`src/logic/hsc_defines.svh`:
```
/*
  Offsets, field positions, reset values and timing counts for the quad hot-swap port controller.
  Assumes a 100 MHz APB clock; all delays are counted in ticks of one internal timebase.
*/
`ifndef HSC_DEFINES_SVH
`define HSC_DEFINES_SVH

// Clock and timebase
`define CLK_PERIOD_NS     10
`define TICK_NS           100000
`define TICK_CYCLES       (`TICK_NS / `CLK_PERIOD_NS)

// Delays in microseconds, and their tick counts
`define TICK_US           100
`define TON_DEL_US        25600
`define TOFF_DEL_US       3200
`define TO_DEFAULT_US     6400
`define OPEN_DEL_US       900000
`define TON_DEL_TICKS     9'((`TON_DEL_US) / (`TICK_US))
`define TOFF_DEL_TICKS    9'((`TOFF_DEL_US) / (`TICK_US))
`define TO_DEFAULT_TICKS  16'((`TO_DEFAULT_US) / (`TICK_US))
`define OPEN_DEL_TICKS    14'((`OPEN_DEL_US) / (`TICK_US))

// Off-time multipliers: off = on * (100 / duty - 1)
`define OFF_MULT_1PCT     7'h63
`define OFF_MULT_2PCT     7'h31
`define OFF_MULT_4PCT     7'h18

// Off-time select encodings
`define OFFSEL_LOW        2'h0
`define OFFSEL_HIGH       2'h1

// Register map (byte addresses)
`define ADDR_CTRL         12'h000
`define ADDR_STATUS       12'h004

// Control register fields
`define CTRL_STATSEL_BIT  0
`define CTRL_OPENEN_BIT   1
`define CTRL_RETRY_BIT    2
`define CTRL_OFFSEL_LSB   3
`define CTRL_OFFSEL_MSB   4
`define CTRL_TO_LSB       8
`define CTRL_TO_MSB       15
`define CTRL_RESET        32'h0000_0000

`endif

```
`src/logic/hsc_pkg.sv`:
```
/*
  Types for the quad hot-swap port controller: per-port state and the whole-block state record.
  Assumes hsc_defines.svh is not needed here; widths are fixed by the block.
*/
package hsc_pkg;

  typedef enum logic [1:0] {
    RLY_IDLE  = 2'b00,
    RLY_ARM   = 2'b01,
    RLY_READY = 2'b10,
    RLY_DROP  = 2'b11
  } rly_phase_type;

  typedef enum logic [1:0] {
    SW_OFF   = 2'b00,
    SW_ON    = 2'b01,
    SW_OCOFF = 2'b10,
    SW_OPEN  = 2'b11
  } sw_state_type;

  typedef struct packed {
    rly_phase_type rly;
    logic [8:0]    rly_cnt;
    sw_state_type  sw;
    logic [15:0]   sw_cnt;
    logic [13:0]   open_cnt;
    logic          cleared;
    logic          sw_req_q;
  } port_type;

  typedef struct packed {
    logic [20:0]       sync1;
    logic [20:0]       sync2;
    logic [13:0]       tick_cnt;
    logic              tick;
    logic              stat_sel;
    logic              open_en;
    logic              retry_en;
    logic [1:0]        off_sel;
    logic [7:0]        to_set;
    logic [31:0]       prdata;
    port_type [3:0]    ports;
    logic [3:0]        gate;
    logic [3:0]        relay_drv;
    logic [3:0]        status;
    logic              fault_n;
  } state_type;

endpackage

```
`src/logic/quad_hot_swap_port_control.sv`:
```
/*
  Control logic of a four-port hot-swap controller with an APB register slave.
  Assumes analog comparator results arrive as plain inputs in any clock relation, and that the
  relay and switch request pins come from a host controller.
*/
// Chosen here: register access over APB and the register offsets.
`timescale 1ns/1ps
`include "hsc_defines.svh"

module quad_hot_swap_port_control #(
  parameter int unsigned TICK_CYCLES      = `TICK_CYCLES,
  parameter bit          RELAY_ACTIVE_LOW = 1'b1
) (
  input  wire logic        pclk,
  input  wire logic        presetn,
  input  wire logic        psel,
  input  wire logic        penable,
  input  wire logic        pwrite,
  input  wire logic [11:0] paddr,
  input  wire logic [31:0] pwdata,
  output logic      [31:0] prdata,
  output logic             pready,
  output logic             pslverr,
  input  wire logic [3:0]  relay_request,
  input  wire logic [3:0]  switch_request,
  input  wire logic [3:0]  overcurrent,
  input  wire logic [3:0]  open_load_detect,
  input  wire logic [3:0]  output_near_supply,
  input  wire logic        supply_low_lockout,
  output logic      [3:0]  gate_enable,
  output logic      [3:0]  relay_drive,
  output logic      [3:0]  port_status,
  output logic             fault_n
);
  import hsc_pkg::*;

  state_type   s_r;
  state_type   s_nxt;
  logic [3:0]  rly_s;
  logic [3:0]  sw_s;
  logic [3:0]  oc_s;
  logic [3:0]  openl_s;
  logic [3:0]  near_s;
  logic        uv_s;
  logic [3:0]  power_good;
  logic [3:0]  open_load_latched;
  logic [3:0]  port_fault;
  logic [15:0] to_lim;
  logic [15:0] off_lim;
  logic        addr_ok;

  // Off period in ticks for the selected duty cycle; unconnected reads as neither low nor high
  function automatic logic [15:0] off_ticks(input logic [1:0] sel, input logic [15:0] on_ticks);
    logic [6:0]  mult;
    logic [22:0] prod;
    case (sel)
      `OFFSEL_LOW:  mult = `OFF_MULT_1PCT;
      `OFFSEL_HIGH: mult = `OFF_MULT_2PCT;
      default:      mult = `OFF_MULT_4PCT;
    endcase
    prod = on_ticks * mult;
    return prod[15:0];
  endfunction

  // Second synchroniser stage only; the first stage feeds nothing else
  assign rly_s   = s_r.sync2[3:0];
  assign sw_s    = s_r.sync2[7:4];
  assign oc_s    = s_r.sync2[11:8];
  assign openl_s = s_r.sync2[15:12];
  assign near_s  = s_r.sync2[19:16];
  assign uv_s    = s_r.sync2[20];

  // Zero in the field stands for an unprogrammed timing input
  assign to_lim  = (s_r.to_set == 8'h00) ? `TO_DEFAULT_TICKS : {8'h00, s_r.to_set};
  assign off_lim = off_ticks(s_r.off_sel, to_lim);

  // APB answers in the access cycle; no wait states needed
  assign addr_ok = (paddr == `ADDR_CTRL) || (paddr == `ADDR_STATUS);
  assign pready  = 1'b1;
  assign pslverr = psel && penable && !addr_ok;

  assign prdata      = s_r.prdata;
  assign gate_enable = s_r.gate;
  assign relay_drive = s_r.relay_drv;
  assign port_status = s_r.status;
  assign fault_n     = s_r.fault_n;

  // Per-port status terms from current state
  always_comb begin
    for (int i = 0; i < 4; i++) begin
      power_good[i] = sw_s[i] && (s_r.ports[i].sw == SW_ON) && near_s[i] && !uv_s && !oc_s[i]
                      && rly_s[i] && (s_r.ports[i].rly == RLY_READY);
      open_load_latched[i] = (s_r.ports[i].sw == SW_OPEN);
      port_fault[i] = (s_r.ports[i].sw == SW_OPEN)
                      || ((s_r.ports[i].sw == SW_OCOFF) && (s_r.retry_en || !s_r.ports[i].cleared));
    end
  end

  // Next-state logic for the whole block
  always_comb begin
    port_type p;
    port_type np;
    logic     run_ok;
    logic     fall;
    p      = '0;
    np     = '0;
    run_ok = 1'b0;
    fall   = 1'b0;
    s_nxt  = s_r;

    // Two-flop synchronisers for every pin input
    s_nxt.sync1 = {supply_low_lockout, output_near_supply, open_load_detect, overcurrent,
                   switch_request, relay_request};
    s_nxt.sync2 = s_r.sync1;

    // Shared timebase tick
    if (s_r.tick_cnt == 14'(TICK_CYCLES - 1)) begin
      s_nxt.tick_cnt = 14'h0000;
      s_nxt.tick     = 1'b1;
    end else begin
      s_nxt.tick_cnt = s_r.tick_cnt + 14'h0001;
      s_nxt.tick     = 1'b0;
    end

    // Register writes take effect in the access phase
    if (psel && penable && pwrite && (paddr == `ADDR_CTRL)) begin
      s_nxt.stat_sel = pwdata[`CTRL_STATSEL_BIT];
      s_nxt.open_en  = pwdata[`CTRL_OPENEN_BIT];
      s_nxt.retry_en = pwdata[`CTRL_RETRY_BIT];
      s_nxt.off_sel  = pwdata[`CTRL_OFFSEL_MSB:`CTRL_OFFSEL_LSB];
      s_nxt.to_set   = pwdata[`CTRL_TO_MSB:`CTRL_TO_LSB];
    end

    // Read data captured in the setup phase so it leaves a flop
    if (psel && !penable) begin
      if (paddr == `ADDR_CTRL) begin
        s_nxt.prdata = {16'h0000, s_r.to_set, 3'h0, s_r.off_sel, s_r.retry_en, s_r.open_en, s_r.stat_sel};
      end else if (paddr == `ADDR_STATUS) begin
        s_nxt.prdata = {8'h00, s_r.gate, s_r.relay_drv, 2'h0, uv_s, !s_r.fault_n,
                        port_fault, open_load_latched, power_good};
      end else begin
        s_nxt.prdata = 32'h0000_0000;
      end
    end

    // Ports run side by side, each on its own record
    for (int i = 0; i < 4; i++) begin
      p  = s_r.ports[i];
      np = p;

      // Relay sequencing
      if (uv_s) begin
        np.rly     = RLY_IDLE;
        np.rly_cnt = 9'h000;
      end else begin
        case (p.rly)
          RLY_IDLE: begin
            if (rly_s[i]) begin
              np.rly     = RLY_ARM;
              np.rly_cnt = 9'h000;
            end
          end
          RLY_ARM: begin
            if (!rly_s[i]) begin
              np.rly     = RLY_DROP;
              np.rly_cnt = 9'h000;
            end else if (s_r.tick) begin
              if (p.rly_cnt == `TON_DEL_TICKS - 9'h001) begin
                np.rly = RLY_READY;
              end else begin
                np.rly_cnt = p.rly_cnt + 9'h001;
              end
            end
          end
          RLY_READY: begin
            if (!rly_s[i]) begin
              np.rly     = RLY_DROP;
              np.rly_cnt = 9'h000;
            end
          end
          RLY_DROP: begin
            if (rly_s[i]) begin
              np.rly     = RLY_ARM;
              np.rly_cnt = 9'h000;
            end else if (s_r.tick) begin
              if (p.rly_cnt == `TOFF_DEL_TICKS - 9'h001) begin
                np.rly = RLY_IDLE;
              end else begin
                np.rly_cnt = p.rly_cnt + 9'h001;
              end
            end
          end
          default: begin
            np.rly = RLY_IDLE;
          end
        endcase
      end

      // Switch control; relay must be settled and the request still high
      run_ok      = rly_s[i] && (p.rly == RLY_READY) && !uv_s;
      fall        = p.sw_req_q && !sw_s[i];
      np.sw_req_q = sw_s[i];
      case (p.sw)
        SW_OFF: begin
          if (run_ok && sw_s[i]) begin
            np.sw       = SW_ON;
            np.sw_cnt   = 16'h0000;
            np.open_cnt = 14'h0000;
          end
        end
        SW_ON: begin
          if (!run_ok || !sw_s[i]) begin
            np.sw = SW_OFF;
          end else if (oc_s[i]) begin
            if (s_r.tick) begin
              if (p.sw_cnt >= to_lim - 16'h0001) begin
                np.sw      = SW_OCOFF;
                np.sw_cnt  = 16'h0000;
                np.cleared = 1'b0;
              end else begin
                np.sw_cnt = p.sw_cnt + 16'h0001;
              end
            end
          end else begin
            np.sw_cnt = 16'h0000;
            // Delay starts the first time the port looks good and keeps running until it holds at OPEN_DEL_TICKS
            if (s_r.tick && (near_s[i] || p.open_cnt != 14'h0000) && p.open_cnt != `OPEN_DEL_TICKS) begin
              np.open_cnt = p.open_cnt + 14'h0001;
            end
            if (s_r.open_en && (p.open_cnt == `OPEN_DEL_TICKS) && openl_s[i]) begin
              np.sw = SW_OPEN;
            end
          end
        end
        SW_OCOFF: begin
          if (fall) begin
            np.cleared = 1'b1;
          end
          if (s_r.tick && p.sw_cnt < off_lim) begin
            np.sw_cnt = p.sw_cnt + 16'h0001;
          end
          // Minimum off-time holds even after a manual clear
          if ((p.sw_cnt >= off_lim) && (s_r.retry_en || p.cleared || fall)) begin
            np.sw = SW_OFF;
          end
        end
        SW_OPEN: begin
          if (!sw_s[i]) begin
            np.sw = SW_OFF;
          end
        end
        default: begin
          np.sw = SW_OFF;
        end
      endcase

      s_nxt.ports[i]     = np;
      s_nxt.gate[i]      = (np.sw == SW_ON);
      s_nxt.relay_drv[i] = (np.rly != RLY_IDLE) ^ RELAY_ACTIVE_LOW;
      s_nxt.status[i]    = s_r.stat_sel ? power_good[i] : open_load_latched[i];
    end

    s_nxt.fault_n = !(|port_fault);
  end

  // Single state register; relay outputs reset to their inactive level
  always_ff @(posedge pclk or negedge presetn) begin
    if (!presetn) begin
      s_r           <= '0;
      s_r.relay_drv <= {4{RELAY_ACTIVE_LOW}};
      s_r.fault_n   <= 1'b1;
    end else begin
      s_r <= s_nxt;
    end
  end
endmodule

```
`config.mk`:
```
export PLATFORM = sky130hd
export DESIGN_NAME = quad_hot_swap_port_control
export DESIGN_NICKNAME = d
export VERILOG_FILES = /design/src/logic/hsc_pkg.sv /design/src/logic/quad_hot_swap_port_control.sv
export VERILOG_INCLUDE_DIRS = /design/src /design/src/logic
export SDC_FILE = /design/constraint.sdc
export NUM_CORES = 1
export LEC_CHECK = 0
export ABC_CLOCK_PERIOD_IN_PS = 9070
export CAP_MARGIN = 10
export CELL_PAD_IN_SITES_DETAIL_PLACEMENT = 1
export CELL_PAD_IN_SITES_GLOBAL_PLACEMENT = 1
export CORE_MARGIN = 2
export CORE_UTILIZATION = 50
export DETAILED_ROUTE_END_ITERATION = 10
export DONT_BUFFER_PORTS = 1
export GPL_TIMING_DRIVEN = 0
export PLACE_DENSITY_LB_ADDON = 0.15
export SYNTH_ARGS = -nofsm -noshare
export SYNTH_HDL_FRONTEND = slang
export SYNTH_SLANG_ARGS = --single-unit
export TNS_END_PERCENT = 100
```
`constraint.sdc`:
```
create_clock -name pclk -period 9.07 [get_ports pclk]
set_input_delay 0.4535 -clock pclk [delete_from_list [all_inputs] [get_ports pclk]]
set_output_delay 0.4535 -clock pclk [all_outputs]
set_load 0.05 [all_outputs]
```
After elaboration in Yosys (flattened, before gate mapping) --
Index checks and enable logic that the tools add are counted.
Operators by class: order comparisons 12, bitwise gates (word level) 4, multiply operators 1, mux-type cells 141, $add $sub $neg 14, eq/ne operators 111, reductions and logical operators 167
Operators by type and width (number):
- 11-bit two-way mux | 28
- 16-bit case mux with 3 select lines | 4
- 11-bit case mux with 4 select lines | 4
- 18-bit two-way mux | 8
- 16-bit two-way mux | 8
- 32-bit two-way mux | 4
- 31-bit two-way mux | 4
- 14-bit two-way mux | 8
- 14-bit case mux with 2 select lines | 4
- 1-bit logical AND | 73
- 9-bit two-way mux | 8
- 14-bit by 1-bit adder with 14-bit output, second input constant | 5
- 14-bit == test, second input constant | 5
- 16-bit by 1-bit adder with 16-bit output, second input constant | 4
- 16-bit by 15-bit greater-or-equal comparator with 1-bit output | 4
- 16-bit greater-or-equal comparator | 4
- 16-bit by 15-bit less-than comparator with 1-bit output | 4
- 4-bit != test, second input constant | 16
- 2-bit two-way mux | 28
- 14-bit != test, second input constant | 4
- 14-bit nonzero test | 4
- 24-bit two-way mux | 2
- 6-bit AND reduction | 8
- 2-bit != test, second input constant | 20
- other kinds (26) | 189
Word-level totals: logic and storage cells 492, flip-flop bits (word level) 295, output and inout port bits 47

Depth between registers and ports, before layout --
word-level depth 10, gate-level depth with buffers 34, gate-level depth less buffers 32

Worst setup path after synthesis --
OpenSTA, ideal clock, no wires.
path kind register to register, start reg s_r[225] in the netlist's numbering, end reg s_r[88] in the netlist's numbering, clock period less this slack 7.754 ns, arrival time 7.662 ns, slack 1.316 ns, stages on the path, launching flop included 35, cell sequence dfrtp_1 inv_1 ha_1 nand2b_1 or4_1 or3_1 nand2_1 nor3_1 fa_1 inv_1 fa_1 inv_1 fa_1 inv_1 fa_1 inv_1 ha_1 and3_1 a22o_1 o21ai_0 nand2b_1 a21oi_1 xor2_1 ha_1 a21o_1 a21o_1 nor3_1 a21oi_1 maj3_1 a41oi_1 a31oi_2 or2_1 buf_4 buf_8 o31ai_2
Between the ends: word-level cells in the longest chain between the ends 9, elaborated cells between the ends (all ways) 14, those cells by class 1 x add/sub; 1 x mul; 2 x order compare; 1 x eq/ne; 6 x mux; 3 x reduce/logical
RTL lines:
- start: declaration | line quad_hot_swap_port_control.sv:37 | state_type s_r;
- start signal: assignment | line quad_hot_swap_port_control.sv:273 | s_r <= s_nxt;
- 8-bit zero test | line quad_hot_swap_port_control.sv:74 | assign to_lim = (s_r.to_set == 8'h00) ? `TO_DEFAULT_TICKS : {8'h00, s_r.to_set};
- 8-bit two-way mux * | line quad_hot_swap_port_control.sv:74
- parallel branches: the longest is 7 deep, another holds 16-bit by 15-bit less-than comparator with 1-bit output
Every way passes the cells marked *. The select of a mux whose other input is x is not followed. A chain may end at the register's enable or synchronous reset.

Worst setup path in the final report --
start reg s_r[227] in the netlist's numbering, end reg s_r[42] in the netlist's numbering
Same word-level chain as after synthesis.

==> results.txt <==
- Outcome: finished clean
- Prior to clock tree synthesis, the placed netlist has a worst setup slack of -0.274 ns.
- CTS tree: yes
* Syn-to-layout area delta: 12.6%
* Endpoints failing setup: 0
- In the synthesized netlist the dominant register cell turns out to be sky130_fd_sc_hd__dfrtp_1.
- The clock drives 287 sinks.
- Maximum Capacitance Violations: 0
* Floorplan die area: 39500 sq um
* Leak Pwr: 10.2 nW
* Clock transition at the registers of the reported paths: 0.06 ns
- Of all nets on the critical path, the largest fanout is 9.
* DRC: 0
- Register area: 7190 sq um
* Number of primary I/O pins: 117
- At the worst endpoint, the required time is 9.50 ns.
- In this run, the number of DRC markers left after iteration 0 of detailed routing was 907.
- Number of instances in the synthesized netlist: 2053
- Number of synthesized flops with an enable pin: 0
- Wire per inst: 20.5 um
- The worst hold path was traced through 2 stages.
* Average footprint of a synthesized cell: 9.25 sq um
- The initial utilization of the core area, before any placement, comes to 50.6%.
- More flip-flops sit in one register than any other, and that register is s_r.
- Fmax: 115 MHz
* Power Density: 170 nW/um^2
* TritonRoute pass-1 iters: 5
- Clk root buf: sky130_fd_sc_hd__clkbuf_16
* Detail-routed via count per cell: 5.90
- In this run the tightest slew margin relative to its limit is 27.2%.
- Multi-input gate area: 11000 sq um
- Sequential area share after synthesis: 37.9%
- The library cells used most frequently in the layout, excluding fill and tap cells, are sky130_fd_sc_hd__dfrtp_1, sky130_fd_sc_hd__nor2_1, sky130_fd_sc_hd__ha_1.
- Fillers: 4367
- Pin count of the biggest net entering global routing: 288
- In the final design database the tool counted 2439 nets.
- For this run, the number of standard cells in the final layout without fillers is 2694.
- From left edge to right edge, the die measures 199 um.
- Placed Instances: 2603
- Once detailed placement completed, the half-perimeter wirelength came to 39.6 mm.
- The slowest stage of the critical path is the sky130_fd_sc_hd__fa_1 cell.
- The worst path meets setup with 0.387 ns of slack.
- Via count of the first global-routing pass: 17200
- Data arrives at the worst endpoint at 9.11 ns.
* Unique cell type count in the Yosys netlist: 82
* Final Util: 57.0%
* Unrepaired setup endpoints after global routing: false
- Counting flops with an async set or reset pin after synthesis yields a share of 100%.
- ANT nets after route: 0
* Most common library cell in the layout ignoring fill and taps: sky130_fd_sc_hd__dfrtp_1
* Clock skew after layout: 0.0201 ns
* Slew of the pin with the lowest slew margin: 1.09 ns
- Length in cells of the worst reg-to-reg path: 32
* Fraction of layout instances using a drive strength above 1: 8.52%
- Area of the core: 37500 sq um
- After synthesis the netlist holds a flip-flop and latch count of 287.
- Height of the die: 199 um
* All-Layer GR Usage: 28.8%
- The first global-routing pass estimated 90.4 mm of wire.
- Setup crit start kind: flop
- DR vias: 15900
* Cell Area, Synth: 19000 sq um
- In this run the deepest clock path goes through 3 buffers.
* Max-slew violation count: 0
- Overall routed net length: 55.3 mm
- YS warnings: 0
* Final hold violations: 0
- The worst path uses 95.7% of the clock period.
* Post-layout min period: 8.68 ns
- The critical path is of the reg2reg type.
* Later-pin clock latency in the skew report: 0.55 ns
* Global route overflow: 0
* Max incr delay on CP: 0.56 ns
- The count of buffers added on input and output ports is 0.
- The congestion estimate from routability-driven global placement came to 0.870.
- Counting the buffers created by CTS gives 35.
* VDD IR-drop max: 212 uV
* Number of antenna violations at the first check in global routing: 2
- The register with the most flip-flops in the layout has 209 of them.
- The min-delay analysis places its worst path in the category in2reg.
- Number of standard-cell rows in the floorplan: 71
- STA classifies the critical path endpoint as a flop.
- CTS H-tree depth: 2
## layout make-up
type | count | area share [%]
repair buffers | 27 | 1.49
well taps | 511 | 2.99
clock inverters | 15 | 1.09
inverters | 88 | 1.55
diodes | 1 | 0.0117
flip-flops and latches | 287 | 33.6
multi-input cells | 1613 | 51.6
clock buffers | 48 | 4.76
plain buffers | 104 | 2.84
## cell usage after synthesis, types with 36 or more instances
master,instances,area [sq um]
sky130_fd_sc_hd__a21oi_1,83,415
sky130_fd_sc_hd__and3_1,77,482
sky130_fd_sc_hd__buf_4,47,353
sky130_fd_sc_hd__clkbuf_1,44,165
sky130_fd_sc_hd__dfrtp_1,282,7060
sky130_fd_sc_hd__ha_1,192,2400
sky130_fd_sc_hd__inv_1,87,327
sky130_fd_sc_hd__nand2_1,143,537
sky130_fd_sc_hd__nand2b_1,69,432
sky130_fd_sc_hd__nand3_1,74,370
sky130_fd_sc_hd__nand4_1,38,238
sky130_fd_sc_hd__nor2_1,205,769
sky130_fd_sc_hd__nor2b_1,36,225
sky130_fd_sc_hd__o21ai_0,181,906
sky130_fd_sc_hd__xor2_1,50,438
## final timing paths
check	end	slack [ns]	from
worst max-delay path	s_r[42]	0.39	s_r[227]
worst min-delay path	s_r[234]	0.04	pwdata[4]
worst max register to register	s_r[42]	0.39	s_r[227]
worst min register to register	oc_s[0]	0.35	s_nxt[261]
max in group asynchronous	s_r[63]	7.08	presetn
min in group asynchronous	s_r[131]	0.37	presetn
## per-stage QoR
step                      setup TNS, ns  hold WS [ns]  power [mW]  instance area, sq um
after floorplan                       0         0.158        1.88                 19100
after global placement            -1.39         0.175        2.02                 19800
after detailed placement          -3.07         0.177        2.06                 19800
after CTS                             0        0.0231        3.66                 21300
after global routing                  0        0.0316        3.79                 21400
final                                 0        0.0416        3.63                 21400
## repair_timing
action / 4_1_cts / 5_1_grt
resized for setup: 2 / 5
hold buffers: 22 / 1
endpoints found under the hold margin: 308 / 4
gates cloned: 0 / 0
endpoints found under the setup margin: 41 / 65
setup buffers: 1 / 1
pin swaps: 1 / 1
## report_power, final
part           internal, mW  switching, mW
sequential             1.35         0.0935
clock                 0.958          0.580
combinational         0.241          0.409
## metal layers
layer,vias to the layer above,track usage (%),share of wire [%]
li1,7445,-,-
met1,8106,36.1,44
met2,262,51.1,50
met3,91,3.90,3.4
met4,2,9.31,2.7
met5,-,0,0.020
## kinds of logic after synthesis
kind of cell,count (synthesis),synth area share (%)
buffers and inverters,192,4.94
flip-flops,287,37.9
multiplexers,24,1.37
XOR/XNOR,82,3.93
AND/OR/NAND/NOR,783,21.1
other,2,0.0396
adder cells (fa/ha/maj),219,15.2
AO/OA/AOI/OAI,464,15.6
## critical path, delay by kind of cell (launching register included)
kind | cells | cell delay (ns)
compound gates | 8 | 1.88
buf+inv | 7 | 0.80
xor+xnor | 1 | 0.23
flops | 1 | 0.36
simple gates | 9 | 2.11
fa+ha+maj | 7 | 3.15
Note: power is estimated with default switching activity, not from simulation.
